$ cat config.mk
export PLATFORM = sky130hd
export DESIGN_NAME = occ_clk_ctrl
export DESIGN_NICKNAME = d
export VERILOG_FILES = /design/src/inc/occ_pkg.sv /design/src/logic/occ_tick_div.sv /design/src/logic/occ_tick_sw.sv /design/src/logic/occ_clk_ctrl.sv
export SDC_FILE = /design/constraint.sdc
export NUM_CORES = 1
export LEC_CHECK = 0
export BUFFER_PORTS_ARGS = -buffer_cell sky130_fd_sc_hd__buf_4
export CORE_MARGIN = 3
export CORE_UTILIZATION = 40
export CTS_CLUSTER_DIAMETER = 150
export CTS_CLUSTER_SIZE = 30
export DETAILED_ROUTE_END_ITERATION = 8
export HOLD_SLACK_MARGIN = 0.1
export PLACE_DENSITY = 0.66
export SETUP_SLACK_MARGIN = 0.05
export SLEW_MARGIN = 20
export SYNTH_ARGS = -nofsm -noshare
export SYNTH_HDL_FRONTEND = slang
export SYNTH_SLANG_ARGS = --single-unit
$ cat constraint.sdc
create_clock -name clk -period 3 [get_ports clk]
set_input_delay 0.6 -clock clk [delete_from_list [all_inputs] [get_ports clk]]
set_output_delay 0.6 -clock clk [all_outputs]
set_load 0.05 [all_outputs]
$ cat src/inc/occ_pkg.sv
package occ_pkg;
  // base clock and pll lock time
  localparam int CLK_PERIOD_NS = 8;
  localparam int PLL_LOCK_US = 2000;
  localparam int PLL_LOCK_CYC = (PLL_LOCK_US * 1000 + CLK_PERIOD_NS - 1) / CLK_PERIOD_NS;
  // oscillator mode field codes
  localparam logic [2:0] MODE_INT_PORT = 3'h0;
  localparam logic [2:0] MODE_INT_CLKOUT = 3'h1;
  localparam logic [2:0] MODE_XTAL_PLAIN = 3'h2;
  localparam logic [2:0] MODE_XTAL_PLL = 3'h3;
  localparam logic [2:0] MODE_EXT_PLAIN = 3'h4;
  localparam logic [2:0] MODE_EXT_PLL = 3'h5;
  localparam logic [2:0] MODE_INT_PLL_PORT = 3'h6;
  localparam logic [2:0] MODE_INT_PLL_CLKOUT = 3'h7;
  // register byte offsets
  localparam logic [7:0] REG_CTRL = 8'h00;
  localparam logic [7:0] REG_STAT = 8'h04;
  localparam logic [7:0] REG_CFG = 8'h08;
  // control fields
  localparam int CTRL_PLL_ON = 0;
  localparam int CTRL_SEL_LO = 1;
  localparam int CTRL_USB_LS = 3;
  localparam logic [3:0] CTRL_RST = 4'h0;
  // status fields
  localparam int STAT_LOCK = 0;
  localparam int STAT_PLL_PWR = 1;
  localparam int STAT_USB_OK = 2;
  localparam int STAT_ON_PLL = 3;
  localparam int STAT_OSC_ON = 4;
  // configuration fields
  localparam int CFG_MODE_LO = 0;
  localparam int CFG_PRESC_LO = 4;
  localparam int CFG_CDIV_LO = 8;
  // system clock selection
  localparam logic [1:0] SEL_PRIMARY = 2'h0;
  localparam logic [1:0] SEL_POSTSCALED = 2'h1;
  localparam logic [1:0] SEL_TIMER1 = 2'h2;
  // fixed ratios: 96 -> 48 mhz node, 48 -> 6 mhz low speed, clock out = periph / 4
  localparam logic [3:0] PLL_NODE_DIV = 4'h2;
  localparam logic [3:0] USB_LS_DIV = 4'h8;
  localparam logic [3:0] CLKOUT_DIV = 4'h4;

  function automatic logic mode_has_pll(input logic [2:0] m);
    return m == MODE_XTAL_PLL || m == MODE_EXT_PLL || m == MODE_INT_PLL_PORT || m == MODE_INT_PLL_CLKOUT;
  endfunction

  function automatic logic mode_has_clkout(input logic [2:0] m);
    return m == MODE_EXT_PLAIN || m == MODE_EXT_PLL || m == MODE_INT_CLKOUT || m == MODE_INT_PLL_CLKOUT;
  endfunction

  function automatic logic mode_ext_pin(input logic [2:0] m);
    return m == MODE_EXT_PLAIN || m == MODE_EXT_PLL || m == MODE_XTAL_PLAIN || m == MODE_XTAL_PLL;
  endfunction

  // eight input prescaler options
  function automatic logic [3:0] presc_div(input logic [2:0] c);
    case (c)
      3'h0: return 4'h1;
      3'h1: return 4'h2;
      3'h2: return 4'h3;
      3'h3: return 4'h4;
      3'h4: return 4'h5;
      3'h5: return 4'h6;
      3'h6: return 4'ha;
      default: return 4'hc;
    endcase
  endfunction

  // core divider options
  function automatic logic [3:0] cdiv_div(input logic [1:0] c);
    case (c)
      2'h0: return 4'h1;
      2'h1: return 4'h2;
      2'h2: return 4'h3;
      default: return 4'h6;
    endcase
  endfunction
endpackage

$ cat src/logic/occ_tick_div.sv
`timescale 1ns/1ns
module occ_tick_div #(
  parameter int W = 4
) (
  // clock and reset
  input wire logic clk,
  input wire logic sys_rst,
  // ticks
  input wire logic tick_in,
  input wire logic [W-1:0] div,
  output logic tick_out
);
  logic [W-1:0] cnt_r;
  logic last;

  // zero divide acts as one
  assign last = cnt_r >= div - W'(1) || div == '0;
  assign tick_out = tick_in && last;

  always_ff @(posedge clk) begin
    if (sys_rst) begin
      cnt_r <= '0;
    end else if (tick_in) begin
      cnt_r <= last ? '0 : cnt_r + W'(1);
    end
  end

  a_div_ratio: assert property (@(posedge clk) disable iff (sys_rst)
    tick_out |-> tick_in && (cnt_r == div - W'(1) || div <= W'(1)))
    else $error("divider fired off count");
endmodule // occ_tick_div

$ cat src/logic/occ_tick_sw.sv
`timescale 1ns/1ns
module occ_tick_sw (
  // clock and reset
  input wire logic clk,
  input wire logic sys_rst,
  // sources
  input wire logic want_alt,
  input wire logic tick_main,
  input wire logic tick_alt,
  // result
  output logic tick_out,
  output logic on_alt
);
  logic on_alt_r;

  assign on_alt = on_alt_r;
  assign tick_out = on_alt_r ? tick_alt : tick_main;

  // RULE21 switch in quiet cycle
  // changing only while neither source ticks means no doubled or cut tick
  always_ff @(posedge clk) begin
    if (sys_rst) begin
      on_alt_r <= 1'b0;
    end else if (!tick_main && !tick_alt) begin
      on_alt_r <= want_alt;
    end
  end

  a_sw_quiet: assert property (@(posedge clk) disable iff (sys_rst)
    $changed(on_alt_r) |-> !$past(tick_main) && !$past(tick_alt)) // RULE21
    else $error("source switched during a tick");
endmodule // occ_tick_sw

$ cat src/logic/occ_clk_ctrl.sv
`timescale 1ns/1ns
// Operation
// RULE1 - eight oscillator modes chosen by a three-bit nonvolatile field
// RULE2 - mode, prescaler and core divider fixed until reprogrammed
// RULE3 - clock output runs at one quarter of peripheral clock
// RULE4 - clock output stops in sleep, keeps running in idle
// RULE5 - external clock modes: clock in on pin one, clock out on pin two
// RULE6 - crystal modes: resonator across both pins, pll only in pll variant
// RULE7 - internal pll modes: internal block gives primary and postscaled clock
// RULE8 - internal plain modes: postscaler output is primary, pll off
// RULE9 - usb gets fixed 6 or 48 mhz
// RULE10 - core clock derived independently of the usb clock
// RULE11 - pll takes 4 mhz reference and gives 96 mhz
// RULE12 - pll off while software enable bit is clear
// RULE13 - until lock, device runs from bypass clock
// RULE14 - full speed needs 48 mhz post-pll node, software's job
// RULE15 - low speed node 48 or 24 mhz, usb must see 6 mhz
// RULE16 - timer1 or postscaled selection shuts pll and primary oscillator; the code keeps the oscillator on while refclk_needs_osc is set
// RULE17 - usb communicates only when primary clock is selected
// RULE18 - core divider divides by 1, 2, 3 or 6
// RULE19 - core moves to pll clock automatically once locked
// RULE20 - eight-option prescaler divides input down to pll reference
// RULE21 - bypass to pll switch without glitch or runt
// RULE22 - pll locked flag after lock interval from enable
module occ_clk_ctrl #(
  parameter int LOCK_CYC = occ_pkg::PLL_LOCK_CYC
) (
  // clock and reset
  input wire logic clk,
  input wire logic sys_rst,
  // wishbone slave
  input wire logic wb_cyc_i,
  input wire logic wb_stb_i,
  input wire logic wb_we_i,
  input wire logic [7:0] wb_adr_i,
  input wire logic [3:0] wb_sel_i,
  input wire logic [31:0] wb_dat_i,
  output logic [31:0] wb_dat_o,
  output logic wb_ack_o,
  // nonvolatile configuration
  input wire logic [2:0] nv_osc_mode_field,
  input wire logic [2:0] nv_presc_field,
  input wire logic [1:0] nv_core_divider_field,
  // oscillator sources as tick enables
  input wire logic internal_port_mode_tick,
  input wire logic internal_port_mode_post_tick,
  input wire logic timer1_tick,
  input wire logic pll_out_tick,
  // power manager
  input wire logic sleep_mode,
  input wire logic idle_mode,
  input wire logic refclk_needs_osc,
  // oscillator pins
  input wire logic osc_pin_one_in,
  output logic osc_pin_one_out,
  output logic osc_pin_one_oe,
  output logic osc_pin_two_out,
  output logic osc_pin_two_oe,
  // port function of the pins
  input wire logic port_one_out,
  input wire logic port_one_oe,
  input wire logic port_two_out,
  input wire logic port_two_oe,
  // analog controls
  output logic prim_osc_en,
  output logic xtal_drive_en,
  output logic pll_power_en,
  output logic pll_ref_tick,
  // derived clocks
  output logic periph_tick,
  output logic cpu_tick,
  output logic usb_tick,
  output logic usb_clk_ok,
  output logic pll_locked
);
  localparam int LW = $clog2(LOCK_CYC + 1);
  localparam logic [LW-1:0] LOCK_LAST = LW'(LOCK_CYC - 1);

  logic cfg_loaded_r;
  logic [2:0] osc_mode_field_r;
  logic [2:0] presc_r;
  logic [1:0] core_divider_field_r;
  logic pll_on_bit_r;
  logic [1:0] clk_sel_r;
  logic usb_ls_r;
  logic [LW-1:0] lock_cnt_r;
  logic locked_r;
  logic pin_one_q_r;
  logic clkout_r;
  logic [1:0] clkout_cnt_r;
  logic ack_r;
  logic [31:0] dat_r;
  logic ext_tick;
  logic prim_tick;
  logic pll_en;
  logic node_tick;
  logic pll_core_tick;
  logic primary_tick;
  logic on_pll;
  logic sys_tick;
  logic ls_tick;
  logic has_clkout;
  logic wr_ctrl;
  logic sel_prim;

  // RULE2 one-time capture
  // captured once after reset release; no path rewrites it later
  always_ff @(posedge clk) begin
    if (sys_rst) begin
      cfg_loaded_r <= 1'b0;
    end else if (!cfg_loaded_r) begin
      cfg_loaded_r <= 1'b1;
    end
  end

  // RULE1 mode field capture
  always_ff @(posedge clk) begin
    if (sys_rst) begin
      osc_mode_field_r <= occ_pkg::MODE_INT_PORT;
      presc_r <= 3'h0;
      core_divider_field_r <= 2'h0;
    end else if (!cfg_loaded_r) begin
      osc_mode_field_r <= nv_osc_mode_field;
      presc_r <= nv_presc_field;
      core_divider_field_r <= nv_core_divider_field;
    end
  end

  // control register
  assign wr_ctrl = wb_cyc_i && wb_stb_i && wb_we_i && !ack_r && wb_sel_i[0] && wb_adr_i == occ_pkg::REG_CTRL;

  always_ff @(posedge clk) begin
    if (sys_rst) begin
      pll_on_bit_r <= occ_pkg::CTRL_RST[occ_pkg::CTRL_PLL_ON];
      clk_sel_r <= occ_pkg::CTRL_RST[occ_pkg::CTRL_SEL_LO +: 2];
      usb_ls_r <= occ_pkg::CTRL_RST[occ_pkg::CTRL_USB_LS];
    end else if (wr_ctrl) begin
      pll_on_bit_r <= wb_dat_i[occ_pkg::CTRL_PLL_ON];
      clk_sel_r <= wb_dat_i[occ_pkg::CTRL_SEL_LO +: 2];
      usb_ls_r <= wb_dat_i[occ_pkg::CTRL_USB_LS];
    end
  end

  // wishbone answer one cycle after the request; unmapped reads as zero
  always_ff @(posedge clk) begin
    if (sys_rst) begin
      ack_r <= 1'b0;
      dat_r <= 32'h0;
    end else begin
      ack_r <= wb_cyc_i && wb_stb_i && !ack_r;
      dat_r <= 32'h0;
      if (wb_cyc_i && wb_stb_i && !ack_r && !wb_we_i) begin
        case (wb_adr_i)
          occ_pkg::REG_CTRL: begin
            dat_r[occ_pkg::CTRL_PLL_ON] <= pll_on_bit_r;
            dat_r[occ_pkg::CTRL_SEL_LO +: 2] <= clk_sel_r;
            dat_r[occ_pkg::CTRL_USB_LS] <= usb_ls_r;
          end
          occ_pkg::REG_STAT: begin
            dat_r[occ_pkg::STAT_LOCK] <= locked_r;
            dat_r[occ_pkg::STAT_PLL_PWR] <= pll_en;
            dat_r[occ_pkg::STAT_USB_OK] <= usb_clk_ok;
            dat_r[occ_pkg::STAT_ON_PLL] <= on_pll;
            dat_r[occ_pkg::STAT_OSC_ON] <= prim_osc_en;
          end
          occ_pkg::REG_CFG: begin
            dat_r[occ_pkg::CFG_MODE_LO +: 3] <= osc_mode_field_r;
            dat_r[occ_pkg::CFG_PRESC_LO +: 3] <= presc_r;
            dat_r[occ_pkg::CFG_CDIV_LO +: 2] <= core_divider_field_r;
          end
          default: begin
            dat_r <= 32'h0;
          end
        endcase
      end
    end
  end

  assign wb_ack_o = ack_r;
  assign wb_dat_o = dat_r;

  // RULE5 external clock on pin one
  // a rising pin level is one oscillator cycle
  always_ff @(posedge clk) begin
    if (sys_rst) begin
      pin_one_q_r <= 1'b0;
    end else begin
      pin_one_q_r <= osc_pin_one_in;
    end
  end

  assign ext_tick = osc_pin_one_in && !pin_one_q_r;

  // RULE7 internal pll modes use block output
  // RULE8 plain internal modes use postscaler
  always_comb begin
    case (osc_mode_field_r)
      occ_pkg::MODE_INT_PLL_PORT, occ_pkg::MODE_INT_PLL_CLKOUT: prim_tick = internal_port_mode_tick;
      occ_pkg::MODE_INT_PORT, occ_pkg::MODE_INT_CLKOUT: prim_tick = internal_port_mode_post_tick;
      default: prim_tick = ext_tick;
    endcase
  end

  // RULE16 shut down off primary
  // spare select code runs as primary, so it must keep the oscillator up
  assign sel_prim = clk_sel_r != occ_pkg::SEL_POSTSCALED && clk_sel_r != occ_pkg::SEL_TIMER1;
  assign prim_osc_en = sel_prim || refclk_needs_osc;
  // RULE6 crystal drive across both pins
  assign xtal_drive_en = prim_osc_en && (osc_mode_field_r == occ_pkg::MODE_XTAL_PLAIN ||
                                        osc_mode_field_r == occ_pkg::MODE_XTAL_PLL);

  // RULE12 pll gated by enable bit
  assign pll_en = occ_pkg::mode_has_pll(osc_mode_field_r) && pll_on_bit_r && sel_prim;
  assign pll_power_en = pll_en;

  // RULE20 reference prescaler
  occ_tick_div #(.W(4)) u_presc (
    .clk(clk),
    .sys_rst(sys_rst),
    .tick_in(prim_tick && pll_en),
    .div(occ_pkg::presc_div(presc_r)),
    .tick_out(pll_ref_tick)
  );

  // RULE22 lock interval count
  // RULE11 96 mhz output trusted only after lock
  always_ff @(posedge clk) begin
    if (sys_rst || !pll_en) begin
      lock_cnt_r <= '0;
      locked_r <= 1'b0;
    end else if (lock_cnt_r >= LOCK_LAST) begin
      locked_r <= 1'b1;
    end else begin
      lock_cnt_r <= lock_cnt_r + LW'(1);
    end
  end

  assign pll_locked = locked_r;

  // 96 mhz to 48 mhz node
  occ_tick_div #(.W(4)) u_node (
    .clk(clk),
    .sys_rst(sys_rst),
    .tick_in(pll_out_tick && locked_r),
    .div(occ_pkg::PLL_NODE_DIV),
    .tick_out(node_tick)
  );

  // RULE18 core divider
  // RULE10 core path apart from usb path
  occ_tick_div #(.W(4)) u_cdiv (
    .clk(clk),
    .sys_rst(sys_rst),
    .tick_in(node_tick),
    .div(occ_pkg::cdiv_div(core_divider_field_r)),
    .tick_out(pll_core_tick)
  );

  // RULE13 bypass until lock
  // RULE19 automatic switch on lock
  occ_tick_sw u_sw (
    .clk(clk),
    .sys_rst(sys_rst),
    .want_alt(locked_r),
    .tick_main(prim_tick),
    .tick_alt(pll_core_tick),
    .tick_out(primary_tick),
    .on_alt(on_pll)
  );

  // system clock source
  always_comb begin
    case (clk_sel_r)
      occ_pkg::SEL_PRIMARY: sys_tick = primary_tick;
      occ_pkg::SEL_POSTSCALED: sys_tick = internal_port_mode_post_tick;
      occ_pkg::SEL_TIMER1: sys_tick = timer1_tick;
      default: sys_tick = primary_tick;
    endcase
  end

  // RULE4 sleep stops, idle keeps peripherals
  assign periph_tick = sys_tick && !sleep_mode;
  assign cpu_tick = periph_tick && !idle_mode;

  // RULE9 48 mhz node or 6 mhz
  // RULE15 low speed taken as node divided to 6 mhz
  occ_tick_div #(.W(4)) u_usb_ls (
    .clk(clk),
    .sys_rst(sys_rst),
    .tick_in(node_tick),
    .div(occ_pkg::USB_LS_DIV),
    .tick_out(ls_tick)
  );

  // RULE17 usb only on primary source
  assign usb_clk_ok = locked_r && sel_prim;
  assign usb_tick = usb_clk_ok && (usb_ls_r ? ls_tick : node_tick);

  // RULE3 clock out divide by four
  // toggles every second peripheral tick; frozen in sleep since periph_tick stops
  always_ff @(posedge clk) begin
    if (sys_rst) begin
      clkout_cnt_r <= 2'h0;
      clkout_r <= 1'b0;
    end else if (periph_tick) begin
      clkout_cnt_r <= clkout_cnt_r + 2'h1;
      if (clkout_cnt_r[0]) begin
        clkout_r <= !clkout_r;
      end
    end
  end

  assign has_clkout = occ_pkg::mode_has_clkout(osc_mode_field_r);

  // RULE5 pin two carries clock out
  // RULE7 port functions where free
  always_comb begin
    osc_pin_one_out = 1'b0;
    osc_pin_one_oe = 1'b0;
    osc_pin_two_out = 1'b0;
    osc_pin_two_oe = 1'b0;
    if (!occ_pkg::mode_ext_pin(osc_mode_field_r)) begin
      osc_pin_one_out = port_one_out;
      osc_pin_one_oe = port_one_oe;
      if (has_clkout) begin
        osc_pin_two_out = clkout_r;
        osc_pin_two_oe = 1'b1;
      end else begin
        osc_pin_two_out = port_two_out;
        osc_pin_two_oe = port_two_oe;
      end
    end else if (has_clkout) begin
      osc_pin_two_out = clkout_r;
      osc_pin_two_oe = 1'b1;
    end
  end

  a_cfg_stays_fixed: assert property (@(posedge clk) disable iff (sys_rst) // RULE2
    cfg_loaded_r && $past(cfg_loaded_r) |-> $stable(osc_mode_field_r) && $stable(core_divider_field_r))
    else $error("configuration changed at run time");
  a_pll_plain_off: assert property (@(posedge clk) disable iff (sys_rst) // RULE8
    !occ_pkg::mode_has_pll(osc_mode_field_r) |-> !pll_power_en && !pll_locked)
    else $error("pll on in a plain mode");
  a_pll_bit_off: assert property (@(posedge clk) disable iff (sys_rst) // RULE12
    !pll_on_bit_r |-> ##1 !pll_locked)
    else $error("pll locked with enable clear");
  a_lock_interval: assert property (@(posedge clk) disable iff (sys_rst) // RULE22
    $rose(pll_locked) |-> $past(pll_en) && lock_cnt_r == LOCK_LAST)
    else $error("lock flagged early");
  a_bypass_unlock: assert property (@(posedge clk) disable iff (sys_rst) // RULE13
    $rose(on_pll) |-> $past(pll_locked))
    else $error("core on pll before lock");
  a_auto_switch: assert property (@(posedge clk) disable iff (sys_rst) // RULE19
    pll_locked && !prim_tick && !pll_core_tick |=> on_pll || !pll_locked)
    else $error("core did not move to pll");
  a_osc_shutdown: assert property (@(posedge clk) disable iff (sys_rst) // RULE16
    !sel_prim |-> !pll_power_en && (prim_osc_en == refclk_needs_osc))
    else $error("primary oscillator left on");
  a_usb_gate: assert property (@(posedge clk) disable iff (sys_rst) // RULE17
    usb_tick |-> sel_prim && pll_locked)
    else $error("usb clocked off primary");
  a_clkout_sleep: assert property (@(posedge clk) disable iff (sys_rst) // RULE4
    sleep_mode ##1 sleep_mode |-> $stable(clkout_r))
    else $error("clock out ran in sleep");
  a_clkout_quarter: assert property (@(posedge clk) disable iff (sys_rst) // RULE3
    $changed(clkout_r) |-> $past(periph_tick) && $past(clkout_cnt_r[0]))
    else $error("clock out not a quarter rate");
  a_clkout_pin: assert property (@(posedge clk) disable iff (sys_rst) // RULE5
    has_clkout |-> osc_pin_two_oe && osc_pin_two_out == clkout_r)
    else $error("clock out missing on pin two");

  c_lock_seen: cover property (@(posedge clk) disable iff (sys_rst) $rose(pll_locked));
  c_on_pll: cover property (@(posedge clk) disable iff (sys_rst) $rose(on_pll));
  c_usb_ls: cover property (@(posedge clk) disable iff (sys_rst) usb_tick && usb_ls_r);
  c_ctrl_write: cover property (@(posedge clk) disable iff (sys_rst) wr_ctrl);
endmodule // occ_clk_ctrl

==> impl_metrics.tcl <==
set metrics [dict create \
    rrSetupSlack_ns 0.67 \
    num_vias 2855 \
    post_drt_wl_per_cell_microns 13.0 \
    finish.instance_area_sq_mm 0.00404 \
    fin_util 0.489 \
    cp_cell_sequence "inv_1, ha_1, nand2b_1, a2111o_1, nand4_1, a21boi_2, nor2b_4, buf_4" \
    ctsHoldBuffers 0 \
    rows 33 \
    cts_buffers 9 \
    synth_edf_count 0 \
    initial_core_util 0.412 \
    comb_power_share 0.151 \
    power_uw 1740 \
    die-area_sq_mm 0.00965 \
    synth-main-ff-cell "dfxtp_1" \
    dpl-instance-area_sq_mm 0.00385 \
    final_layout_size_suffix_gt1_frac 0.212 \
    leakagePower_uw 0.00174 \
    critical_path_arrival_ns 2.23 \
    clock_path_buffers 2 \
    syn2layout_area_growth_pct 18.6 \
    slowest_stage "a2111o_1" \
    postSynthAreaPerCell_sq_um 8.59 \
    synth_top_area_frac 0.365 \
    worstSetupStartpointType "register" \
    setup_ws_ns 0.170 \
    clk_latency_ns 0.33 \
    hold_viol 0 \
    status "complete, no violations" \
    die_w_microns 98.2 \
    root_buffer "clkbuf_8" \
    place_hpwl_mm 5.49 \
    synthTopCellsByArea "dfxtp_1 (36%), ha_1 (8.1%), mux2i_1 (5.6%)" \
    cp_max_fo 6 \
    p_sw_frac 0.285 \
    routed_wl_mm 7.30 \
    hold_class "register to register" \
    cts_sinks 62 \
    io_pins 115 \
    power_frac_seq 0.487 \
    grt-ovfl-total 0 \
    worstPathRequired_ns 2.40 \
    gp_congestion 0.827 \
    fin_crit_sh 0.943 \
    drtIter0Drc 128 \
    yosysTopAreaCell "dfxtp_1" \
    diodes 0 \
    tightest_slew_ns 0.604 \
    port_buffers 60 \
    p_sw_uw 496 \
    drc 0 \
    setup_viol_count_final 0 \
    ys_seq_area_frac 0.365 \
    drt.antenna.violating_nets 0 \
    core_sq_mm 0.00826 \
    n_fill_cell 788 \
    grt_usage 0.155 \
    finalClockSkew_ns 0.00477 \
    antenna_found_initial 0 \
    first_pass_iters 4 \
    num-nets-final 543 \
    fin_crit_ns 2.83 \
    grt_pass1_vias 2647 \
    rsz0062_at_grt "yes" \
    synth_area_sq_mm 0.00340 \
    slew_headroom 0.596 \
    grt_max_degree 37 \
    synth_cells 396 \
    peakVddDrop_uv 142 \
    postCtsSetupBuffers 0 \
    cts_tree "yes" \
    avgViaCountPerCell 5.08 \
    internal_power_uw 1240 \
    grt_pass1_wl_mm 12.2 \
    slew_violations 0 \
    synth_async_sr_flop_share 0 \
    h-tree-depth 3 \
    clk_pin_slew_ns 0.07 \
    die_h_microns 98.2 \
    fin_setup_tns_ns 0 \
    cpPeakStageDelay_ns 0.46 \
    cap_violations 0 \
    path_class "register to output pin" \
    ys_ff_latch 62 \
    ys_warn_count 0 \
    power.density_mw_per_mm2 431 \
    clkPwrFrac 0.363 \
    synth_cell_types 56 \
    end_kind "output pin" \
    fmax_mhz 353 \
    pre_cts_ws_ns 0.293 \
]
[cells in the mapped netlist, drive strengths merged, types with 6 or more instances]
| library cell | number |
|---|---|
| o21ai | 12 |
| or4 | 8 |
| and2 | 8 |
| clkbuf | 14 |
| and3 | 6 |
| xnor2 | 6 |
| nand3 | 11 |
| a21oi | 20 |
| nand2b | 7 |
| ha | 22 |
| nand2 | 33 |
| buf | 26 |
| nor2 | 46 |
| dfxtp | 62 |
| inv | 14 |
| nand4 | 7 |
| mux2i | 19 |
| nor2b | 10 |
| o211ai | 7 |
[worst max-delay path, delay by kind of cell (launching register included)]
family          cells  cell delay (ns)
compound gates      2             0.56
fa+ha+maj           1             0.26
buf+inv             2             0.26
flops               1             0.38
simple gates        3             0.44
[sequential cells by signal, indices dropped and copies added, names as in the netlist, 2 cells and up]
signal	count
u_node.cnt_r	4
lock_cnt_r	18
wb_dat_o	9
core_divider_field_r	2
u_usb_ls.cnt_r	4
presc_r	3
u_cdiv.cnt_r	4
clk_sel_r	2
u_presc.cnt_r	4
osc_mode_field_r	3
[final timing paths]
check                         start                end  depth (start not counted)
setup / recovery    u_cdiv.cnt_r[0]           cpu_tick                          8
hold / removal    u_usb_ls.cnt_r[1]  u_usb_ls.cnt_r[1]                          2
setup reg to reg       clk_sel_r[0]      lock_cnt_r[8]                          6
hold reg to reg   u_usb_ls.cnt_r[1]  u_usb_ls.cnt_r[1]                          2
[per-layer routing]
metal / wire, microns / track usage / vias to the layer above
met5: 0 / 0 / -
met2: 3200 / 0.245 / 88
met4: 97 / 0.0662 / 0
li1: - / - / 1460
met1: 3520 / 0.204 / 1299
met3: 477 / 0.0329 / 8
[final cells by class]
| cell class | count | area [sq um] | share of cell area |
|---|---|---|---|
| sequential | 62 | 1240 | 0.308 |
| clock buffer | 12 | 145 | 0.0360 |
| multi-input combinational | 302 | 1970 | 0.488 |
| inverter | 14 | 52.6 | 0.0130 |
| tap | 105 | 131 | 0.0325 |
| clock inverter | 4 | 22.5 | 0.00558 |
| timing repair buffer | 63 | 473 | 0.117 |
[per-stage QoR]
| step | hold slack, ns | std cells |
|---|---|---|
| finish | 0.473 | 562 |
| global route | 0.495 | 562 |
| CTS | 0.474 | 562 |
| detailed placement | 0.465 | 546 |
| global placement | 0.459 | 546 |
| floorplan | 0.449 | 418 |
[timing repair]
item                                    CTS  global route
endpoints found under the setup margin    2             3
pin swaps                                 0             1
resized for setup                         2             4
endpoints found under the hold margin     0             0
[cells by family after synthesis]
group,count (synthesis),share of synthesized area
other,2,0.00221
AOI/OAI and AO/OA,66,0.135
buffers and inverters,54,0.0875
xor gates and xnor gates,11,0.0283
and+or+nand+nor,157,0.236
DFF,62,0.365
adders and majority gates,23,0.0839
muxes,21,0.0625
[power groups by stage]
| stage | Sequential (uW) | Combinational (uW) | Clock, uW |
|---|---|---|---|
| 2_1_floorplan | 862 | 204 | 0 |
| 3_3_place_gp | 865 | 255 | 0 |
| 3_5_place_dp | 865 | 258 | 0 |
| 4_1_cts | 847 | 259 | 652 |
| 5_1_grt | 848 | 283 | 686 |
| 6_report | 847 | 262 | 632 |
[placed cells by master (no fill, tap or decap), types with 8 or more instances in the layout]
master / netlist / layout
and2_1: 8 / 8
clkbuf_8: 0 / 10
o21ai_0: 11 / 10
nor2b_1: 10 / 9
nor2_1: 46 / 46
a21oi_1: 20 / 20
dfxtp_1: 62 / 60
nand2_1: 33 / 33
ha_1: 22 / 22
inv_1: 14 / 14
nand3_1: 11 / 11
mux2i_1: 19 / 19
conb_1: 2 / 24
buf_4: 23 / 63
Note: power is estimated with default switching activity, not from simulation.
